`config.mk`:
```
export PLATFORM = sky130hd
export DESIGN_NAME = flash_lock_key_guard
export DESIGN_NICKNAME = d
export VERILOG_FILES = /design/src/flash_guard_pkg.sv /design/src/flash_op_issue.sv /design/src/flash_lock_key_guard.sv
export SDC_FILE = /design/constraint.sdc
export NUM_CORES = 1
export LEC_CHECK = 0
export BUFFER_PORTS_ARGS = -buffer_cell sky130_fd_sc_hd__buf_4
export CORE_MARGIN = 4
export CORE_UTILIZATION = 45
export DETAILED_ROUTE_END_ITERATION = 10
export PLACE_DENSITY = 0.8
export SETUP_SLACK_MARGIN = 0.15
export SYNTH_ARGS = -nofsm -noshare
export SYNTH_HDL_FRONTEND = slang
export SYNTH_HIERARCHICAL = 1
export SYNTH_SLANG_ARGS = --single-unit
```
`constraint.sdc`:
```
create_clock -name sys_clk -period 3.2 [get_ports sys_clk]
set_input_delay 0.48 -clock sys_clk [delete_from_list [all_inputs] [get_ports sys_clk]]
set_output_delay 0.48 -clock sys_clk [all_outputs]
set_load 0.02 [all_outputs]
```
`src/flash_guard_pkg.sv`:
```
package flash_guard_pkg;

   // ----------------------------------------------------------------
   // Register map
   // ----------------------------------------------------------------
   localparam logic [7:0] FLASH_LOCK_KEY_ADDR   = 8'hB7;
   localparam logic [7:0] PROG_STORE_CTRL_ADDR  = 8'h8F;
   localparam logic [7:0] FLASH_LOCK_KEY_RESET  = 8'h00;
   localparam logic [7:0] PROG_STORE_CTRL_RESET = 8'h00;

   // ----------------------------------------------------------------
   // Field positions and key values
   // ----------------------------------------------------------------
   localparam int         WRITE_ENABLE_BIT = 0;
   localparam int         ERASE_ENABLE_BIT = 1;
   localparam logic [7:0] KEY_FIRST        = 8'hA5;
   localparam logic [7:0] KEY_SECOND       = 8'hF1;

   // Reported lock codes
   localparam logic [1:0] CODE_LOCKED   = 2'h0;
   localparam logic [1:0] CODE_FIRST    = 2'h1;
   localparam logic [1:0] CODE_UNLOCKED = 2'h2;
   localparam logic [1:0] CODE_DISABLED = 2'h3;

   typedef enum logic [1:0] {
      LOCK_IDLE,
      LOCK_FIRST,
      LOCK_OPEN,
      LOCK_DEAD
   } lock_state_t;

endpackage

```
`src/flash_op_issue.sv`:
```
`timescale 1ns/1ps

// Turns one accepted store into a registered flash command pulse
module flash_op_issue
   import flash_guard_pkg::*;
#(
   parameter int ADDR_W = 13
)
(
   input  wire logic              sys_clk,
   input  wire logic              rst_b,
   input  wire logic              go,
   input  wire logic              erase,
   input  wire logic [ADDR_W-1:0] addr,
   input  wire logic [7:0]        data,
   output logic                   wr_stb,
   output logic                   er_stb,
   output logic [ADDR_W-1:0]      addr_q,
   output logic [7:0]             data_q
);

   logic              wr_reg, wr_next;
   logic              er_reg, er_next;
   logic [ADDR_W-1:0] addr_reg, addr_next;
   logic [7:0]        data_reg, data_next;

   // Erase ignores the data byte, so data is held only for writes
   always_comb
   begin
      wr_next   = go && !erase;
      er_next   = go && erase;
      addr_next = go ? addr : addr_reg;
      data_next = (go && !erase) ? data : data_reg;
   end

   always_ff @(posedge sys_clk or negedge rst_b)
   begin
      if (!rst_b)
      begin
         wr_reg   <= 1'b0;
         er_reg   <= 1'b0;
         addr_reg <= '0;
         data_reg <= 8'h00;
      end
      else
      begin
         wr_reg   <= wr_next;
         er_reg   <= er_next;
         addr_reg <= addr_next;
         data_reg <= data_next;
      end
   end

   assign wr_stb = wr_reg;
   assign er_stb = er_reg;
   assign addr_q = addr_reg;
   assign data_q = data_reg;

endmodule

```
`src/flash_lock_key_guard.sv`:
```
`timescale 1ns/1ps

module flash_lock_key_guard
   import flash_guard_pkg::*;
#(
   parameter int ADDR_W = 13
)
(
   input  wire logic              sys_clk,
   input  wire logic              rst_b,
   // Special register port
   input  wire logic              sfr_wr,
   input  wire logic              sfr_rd,
   input  wire logic [7:0]        sfr_addr,
   input  wire logic [7:0]        sfr_wdata,
   output logic [7:0]             sfr_rdata,
   // Data-memory store port from the core
   input  wire logic              store_req,
   input  wire logic [ADDR_W-1:0] store_addr,
   input  wire logic [7:0]        store_data,
   output logic                   xram_store,
   // Flash array command and completion
   output logic                   flash_write,
   output logic                   flash_erase,
   output logic [ADDR_W-1:0]      flash_addr,
   output logic [7:0]             flash_wdata,
   input  wire logic              flash_done,
   // Current lock code
   output logic [1:0]             lock_state
);

   // ----------------------------------------------------------------
   // Elaboration checks
   // ----------------------------------------------------------------
   if (ADDR_W < 1 || ADDR_W > 16)
   begin : g_bad_width
      $error("ADDR_W must be 1 to 16");
   end

   // ----------------------------------------------------------------
   // Control register and lock state
   // ----------------------------------------------------------------
   lock_state_t lock_reg, lock_next;
   logic        write_en_reg, write_en_next;
   logic        erase_en_reg, erase_en_next;
   logic        busy_reg, busy_next;
   logic [7:0]  rdata_reg, rdata_next;
   logic        xram_reg, xram_next;
   logic        key_wr, ctrl_wr, flash_store, go;
   logic [1:0]  code;

   assign key_wr      = sfr_wr && (sfr_addr == FLASH_LOCK_KEY_ADDR);
   assign ctrl_wr     = sfr_wr && (sfr_addr == PROG_STORE_CTRL_ADDR);
   assign flash_store = store_req && write_en_reg;
   assign go          = flash_store && (lock_reg == LOCK_OPEN) && !busy_reg;

   // Lock code as seen by software
   always_comb
   begin
      case (lock_reg)
         LOCK_IDLE:  code = CODE_LOCKED;
         LOCK_FIRST: code = CODE_FIRST;
         LOCK_OPEN:  code = CODE_UNLOCKED;
         LOCK_DEAD:  code = CODE_DISABLED;
         default:    code = CODE_DISABLED;
      endcase
   end

   // Key sequence, relock and permanent lock
   always_comb
   begin
      lock_next = lock_reg;
      case (lock_reg)
         LOCK_IDLE:
         begin
            if (flash_store)
               lock_next = LOCK_DEAD;
            else if (key_wr && sfr_wdata == KEY_FIRST)
               lock_next = LOCK_FIRST;
            else if (key_wr)
               lock_next = LOCK_DEAD;
         end
         LOCK_FIRST:
         begin
            if (flash_store)
               lock_next = LOCK_DEAD;
            else if (key_wr && sfr_wdata == KEY_SECOND)
               lock_next = LOCK_OPEN;
            else if (key_wr)
               lock_next = LOCK_DEAD;
         end
         LOCK_OPEN:
         begin
            // A key write while open breaks the sequence
            if (key_wr)
               lock_next = LOCK_DEAD;
            else if (busy_reg && flash_done)
               lock_next = LOCK_IDLE;
         end
         LOCK_DEAD:
            lock_next = LOCK_DEAD;
         default:
            lock_next = LOCK_DEAD;
      endcase
   end

   // One operation in flight; a second store while busy is dropped
   always_comb
   begin
      busy_next = busy_reg;
      if (go)
         busy_next = 1'b1;
      else if (flash_done)
         busy_next = 1'b0;
      write_en_next = write_en_reg;
      erase_en_next = erase_en_reg;
      if (ctrl_wr)
      begin
         write_en_next = sfr_wdata[WRITE_ENABLE_BIT];
         erase_en_next = sfr_wdata[ERASE_ENABLE_BIT];
      end
      // Stores with write enable clear never reach flash
      xram_next = store_req && !write_en_reg;
   end

   // Registered read data; reserved bits read zero
   always_comb
   begin
      rdata_next = 8'h00;
      if (sfr_rd && sfr_addr == FLASH_LOCK_KEY_ADDR)
         rdata_next = {6'h00, code};
      else if (sfr_rd && sfr_addr == PROG_STORE_CTRL_ADDR)
         rdata_next = {6'h00, erase_en_reg, write_en_reg};
   end

   always_ff @(posedge sys_clk or negedge rst_b)
   begin
      if (!rst_b)
      begin
         lock_reg     <= LOCK_IDLE;
         write_en_reg <= PROG_STORE_CTRL_RESET[WRITE_ENABLE_BIT];
         erase_en_reg <= PROG_STORE_CTRL_RESET[ERASE_ENABLE_BIT];
         busy_reg     <= 1'b0;
         rdata_reg    <= FLASH_LOCK_KEY_RESET;
         xram_reg     <= 1'b0;
      end
      else
      begin
         lock_reg     <= lock_next;
         write_en_reg <= write_en_next;
         erase_en_reg <= erase_en_next;
         busy_reg     <= busy_next;
         rdata_reg    <= rdata_next;
         xram_reg     <= xram_next;
      end
   end

   // ----------------------------------------------------------------
   // Flash command issue
   // ----------------------------------------------------------------
   flash_op_issue #(
      .ADDR_W (ADDR_W)
   ) u_issue (
      .sys_clk (sys_clk),
      .rst_b   (rst_b),
      .go      (go),
      .erase   (erase_en_reg),
      .addr    (store_addr),
      .data    (store_data),
      .wr_stb  (flash_write),
      .er_stb  (flash_erase),
      .addr_q  (flash_addr),
      .data_q  (flash_wdata)
   );

   // Code is taken from the next state so lock_state never lags lock_reg
   logic [1:0] code_reg, code_next;
   always_comb
   begin
      code_next = code_of(lock_next);
   end

   always_ff @(posedge sys_clk or negedge rst_b)
   begin
      if (!rst_b)
         code_reg <= CODE_LOCKED;
      else
         code_reg <= code_next;
   end

   function automatic logic [1:0] code_of(input lock_state_t s);
      case (s)
         LOCK_IDLE:  code_of = CODE_LOCKED;
         LOCK_FIRST: code_of = CODE_FIRST;
         LOCK_OPEN:  code_of = CODE_UNLOCKED;
         default:    code_of = CODE_DISABLED;
      endcase
   endfunction

   assign sfr_rdata  = rdata_reg;
   assign xram_store = xram_reg;
   assign lock_state = code_reg;

endmodule

```
* Word level (Yosys, flattened, before mapping)
Index checks and enable logic that the tools add are counted.
** Storage, ports and cells
- Flip-flop bits (word level) :: 39
- Bits of input ports :: 43
- Output and inout bits :: 34
- Logic and storage cells :: 53
** Cells by class
- Equal/unequal tests :: 9
- Muxes and demuxes :: 14
- Reductions and logical operators :: 19
** Operator list (number)
- 8-bit equality test (second input constant) :: 4
- 2-bit two-way mux :: 9
- 2-bit one-hot mux with 4 select lines :: 2
- 1-bit logical AND :: 13
- 2-bit equality test (second input constant) :: 3
- 2-bit one-hot mux with 3 select lines :: 1
- 2-bit by 1-bit equality test with 1-bit output (second input constant) :: 2
- 2-bit zero test :: 2
- 1-bit zero test :: 3
- 1-bit two-way mux :: 2
- 2-bit nonzero test :: 1

* Logic depth before layout (Yosys ltp)
- Depth in word-level cells :: 8
- Gate-level depth with buffers :: 6
- Gate-level depth less buffers :: 4

* By module
Netlist, hierarchy kept.
** Modules (own cells, without submodules)
- flash_op_issue :: times used 1, cells each 49, area each 889.6 µm², sequential area each 575.6 µm²
- flash_lock_key_guard :: times used 1, cells each 52, area each 571.8 µm², sequential area each 225.2 µm²

* Worst setup path after synthesis
No wires, ideal clock.
- Path type :: register -> register
- Start :: register lock_reg[0]
- End :: register u_issue.data_reg[0] (netlist: u_issue/data_q[0])
- Setup time :: 125 ps
- Arrival :: 1517 ps
- Required time :: 3075 ps
- Slack :: 1558 ps
- Stages on the path, launching flop included :: 7
- Path buffers :: 2
- Period minus slack after synthesis :: 1642 ps
- Path through :: dfrtp_1 > nand2b_1 > nor3_1 > buf_6 > nor2b_4 > buf_6 > mux2_4
** On the way
- Word-level cells in the longest chain between the ends :: 4
** Ends and longest elaborated chain
- start: declaration :: line flash_lock_key_guard.sv:43 : lock_state_t lock_reg, lock_next;
- start signal: assignment :: line flash_lock_key_guard.sv:149 : lock_reg <= lock_next;
- 2-bit equality test :: line flash_lock_key_guard.sv:55 : assign go = flash_store && (lock_reg == LOCK_OPEN) && !busy_reg;
- 1-bit logical AND (2 in a row) :: line flash_lock_key_guard.sv:55
- 1-bit logical AND
- net u_issue.wr_next :: line flash_op_issue.sv:22 : logic wr_reg, wr_next;
- end signal: assignment :: line flash_op_issue.sv:50 : data_reg <= data_next;
- end: declaration :: line flash_op_issue.sv:25 : logic [7:0] data_reg, data_next;
The timed path passes the listed nets, and every way through them passes these cells.
A chain may end at the register's enable or synchronous reset.

* Worst setup path in the final report
- Start :: register lock_reg[0]
- End :: register u_issue.data_reg[2] (netlist: u_issue/data_q[2])
** On the way
- Word-level cells in the longest chain between the ends :: 4
** Ends and longest elaborated chain
- 2-bit equality test :: line flash_lock_key_guard.sv:55
- 1-bit logical AND (2 in a row) :: line flash_lock_key_guard.sv:55
- 1-bit logical AND :: line flash_op_issue.sv:33 : data_next = (go && !erase) ? data : data_reg;
Every way passes these cells.

==> impl_metrics.env <==
export IMPL_status="completed"
export IMPL_crit_start="lock_reg[0]"
export IMPL_grt_start_max_net_pins=33
export IMPL_cap_violations=0
export IMPL_cts_hold_buf=0
export IMPL_drt_total_wl_um=3160
export IMPL_combPwrFrac_pct=29.6
export IMPL_clockBufferDepth=2
export IMPL_initialDrtViolationCount=30
export IMPL_reg2reg_depth=5
export IMPL_crit_path_end="u_issue/data_q[2]"
export IMPL_syn_area_um2=1460
export IMPL_num_io_pins=77
export IMPL_hold_violations=0
export IMPL_reg2reg_from="lock_reg[0]"
export IMPL_start_kind="register"
export IMPL_setup_worst_path_class="register to register"
export IMPL_cts_sinks=32
export IMPL_cts_tree="yes"
export IMPL_dr_pass1_iters=4
export IMPL_cts_made_buffers=5
export IMPL_drive_gt1_share_pct=62.1
export IMPL_antenna_found_initial=0
export IMPL_avgRoutedWirePerCell_um=14.5
export IMPL_gp_congestion=0.842
export IMPL_htreeDepth=2
export IMPL_track_usage_pct=16.2
export IMPL_slowest_delay_ns=0.42
export IMPL_synth_seq_area_share_pct=54.8
export IMPL_whs_ns=0.0805
export IMPL_hpwlAfterDp_um=2480
export IMPL_clkTransAtPathRegs_ns=0.10
export IMPL_synth_seq_cells=32
export IMPL_seqPwrFrac_pct=49.8
export IMPL_rrSetupSlack_ns=1.37
export IMPL_crit_required_ns=3.40
export IMPL_cts_resized=0
export IMPL_critical_path_cell_chain="nand2b_1 -> nor3_2 -> buf_4 -> nor2b_4 -> mux2_4"
export IMPL_switchingPower_uw=302
export IMPL_postCtsSetupBuffers=0
export IMPL_r2r_end="u_issue/data_q[2]"
export IMPL_swShare_pct=30.3
export IMPL_die_h_um=65.0
export IMPL_die_w_um=65.0
export IMPL_worstSkewPairLatency_ns=0.32
export IMPL_cts_root_buf="clkbuf_4"
export IMPL_yosys_warnings=6
export IMPL_dieArea_um2=4220
export IMPL_setup_tns_ns=0
export IMPL_via_count=1015
export IMPL_pwr_share_clk_pct=20.6
export IMPL_ant_nets=0
export IMPL_rsz0062_at_grt="no"
export IMPL_syn2layout_area_growth_pct=39.6
export IMPL_layout_min_cycle_time_ns=1.83
export IMPL_power_leakage_uw=0.00107
export IMPL_clock_fmax_mhz=547
export IMPL_grt_overflow=0
export IMPL_synth_area_per_cell_um2=14.5
export IMPL_irDropWorstVdd_mv=0.277
export IMPL_crit_path_top_delay_cell="dfrtp_1"
export IMPL_powerDensity_nw_per_um2=489
export IMPL_port_buffers=70
export IMPL_fp_coreArea_um2=3080
export IMPL_finalCritPeriodShare_pct=57.1
export IMPL_finalSetupViolCount=0
export IMPL_antenna_cells=0
export IMPL_p_int_uw=695
export IMPL_yosysUniqueCellTypes=31
export IMPL_grt_first_pass_wirelength_um=5130
export IMPL_initial_core_util_pct=47.5
export IMPL_cp_arrival_ns=2.03
export IMPL_hold_path_class="input port to async pin"
export IMPL_worstSetupEndpointType="register"
export IMPL_crit_path_max_fanout=16
export IMPL_slew_violations=0
export IMPL_skew_ns=0.00849
export IMPL_rows=20
export IMPL_grt_pass1_vias=1137
export IMPL_syn_inst=101
export IMPL_drc_errors=0
export IMPL_nets=217
export IMPL_vias_per_cell=4.66
export IMPL_largest_reg_flops=13
[worst min-delay path by stage]
stage                     depth (start not counted)   from                end  slack [ns]
after floorplan                                   0  rst_b           busy_reg        0.18
after global placement                            1  rst_b  u_issue/addr_q[2]        0.43
after detailed placement                          1  rst_b  u_issue/data_q[2]        0.44
after CTS                                         1  rst_b  u_issue/data_q[3]        0.07
after global routing                              1  rst_b  u_issue/data_q[3]        0.09
final                                             1  rst_b  u_issue/data_q[3]        0.08
[final cells by class]
cell class,instances,area [µm²]
sequential,32,801
tap,44,55.1
multi-input combinational,63,601
timing repair buffer,71,533
fill,242,1040
clock inverter,1,5.00
inverter,1,3.75
clock buffer,6,41.3
[power by group through the flow]
stage | sequential [µW] | clock [µW] | combinational, µW
floorplan | 553 | 0 | 112
global placement | 502 | 0 | 290
detailed placement | 505 | 0 | 297
CTS | 497 | 218 | 299
global route | 506 | 235 | 315
finish | 496 | 205 | 295
[cells in the final DEF (no fill, tap or decap), types with 2 or more instances in the layout]
cell / Yosys / layout
nor2_1: 3 / 3
nor4b_4: 2 / 2
a22oi_1: 2 / 2
mux2_4: 8 / 8
nor2b_1: 2 / 2
nand2_1: 5 / 5
conb_1: 1 / 6
nor4bb_1: 2 / 2
clkbuf_4: 0 / 5
mux2_2: 15 / 15
buf_4: 7 / 71
dfrtp_1: 32 / 32
mux2i_1: 2 / 2
[cell usage after synthesis]
library cell  count  area, µm²
a21o_1            1       7.51
buf_4             7       52.6
nor3b_2           1       12.5
nor4b_4           2       47.6
buf_6             2       22.5
nand2_1           5       18.8
dfrtp_1          32        801
and3b_2           1       10.0
nand2b_4          1       13.8
conb_1            1       3.75
a21oi_1           1       5.00
nor3_1            1       5.00
mux2_2           15        169
nor4b_1           1       8.76
nor2_1            3       11.3
nor2b_4           1       13.8
and2_1            1       6.26
inv_1             1       3.75
nand2b_1          1       6.26
or3_1             1       6.26
o2bb2ai_1         1       8.76
buf_2             1       5.00
and4b_1           1       10.0
mux2i_1           2       20.0
nor4bb_1          2       20.0
a22oi_1           2       15.0
nand4_1           1       6.26
o21ba_2           1       10.0
nand4b_1          1       8.76
nor2b_1           2       12.5
mux2_4            8        120
[through the flow]
step | power (µW) | std cells | cell area [µm²] | util, % | worst slack (ns)
finish | 997 | 218 | 2040 | 66.3 | 1.37
floorplan | 664 | 106 | 1480 | - | 1.56
global route | 1060 | 218 | 2040 | 66.3 | 1.27
CTS | 1010 | 218 | 2040 | 66.3 | 1.36
global placement | 792 | 211 | 1990 | 64.8 | 1.38
detailed placement | 802 | 211 | 1990 | 64.8 | 1.32
[logic make-up (layout without fill, tap and decap cells)]
logic type,count (synthesis),count (layout),share of synthesized area (%)
other,1,6,0.257
muxes,25,25,21.1
and+or+nand+nor,26,26,14.9
DFF,32,32,54.8
AOI/OAI and AO/OA,6,6,3.17
buffers and inverters,11,79,5.74
[layer usage]
metal	part of all wire, %	global-route usage [%]	routed length, µm	vias up
met5	0	0	0	-
met4	0.54	6.07	17	0
met3	10	7.80	330	2
met2	48	26.4	1510	55
met1	41	18.4	1300	466
li1	-	-	-	492
[critical path: cells and delay by family (launching register included)]
family | cells | cell delay (ns)
buffers and inverters | 1 | 0.25
DFF | 1 | 0.42
and+or+nand+nor | 3 | 0.71
muxes | 1 | 0.33
Note: power is estimated with default switching activity, not from simulation.
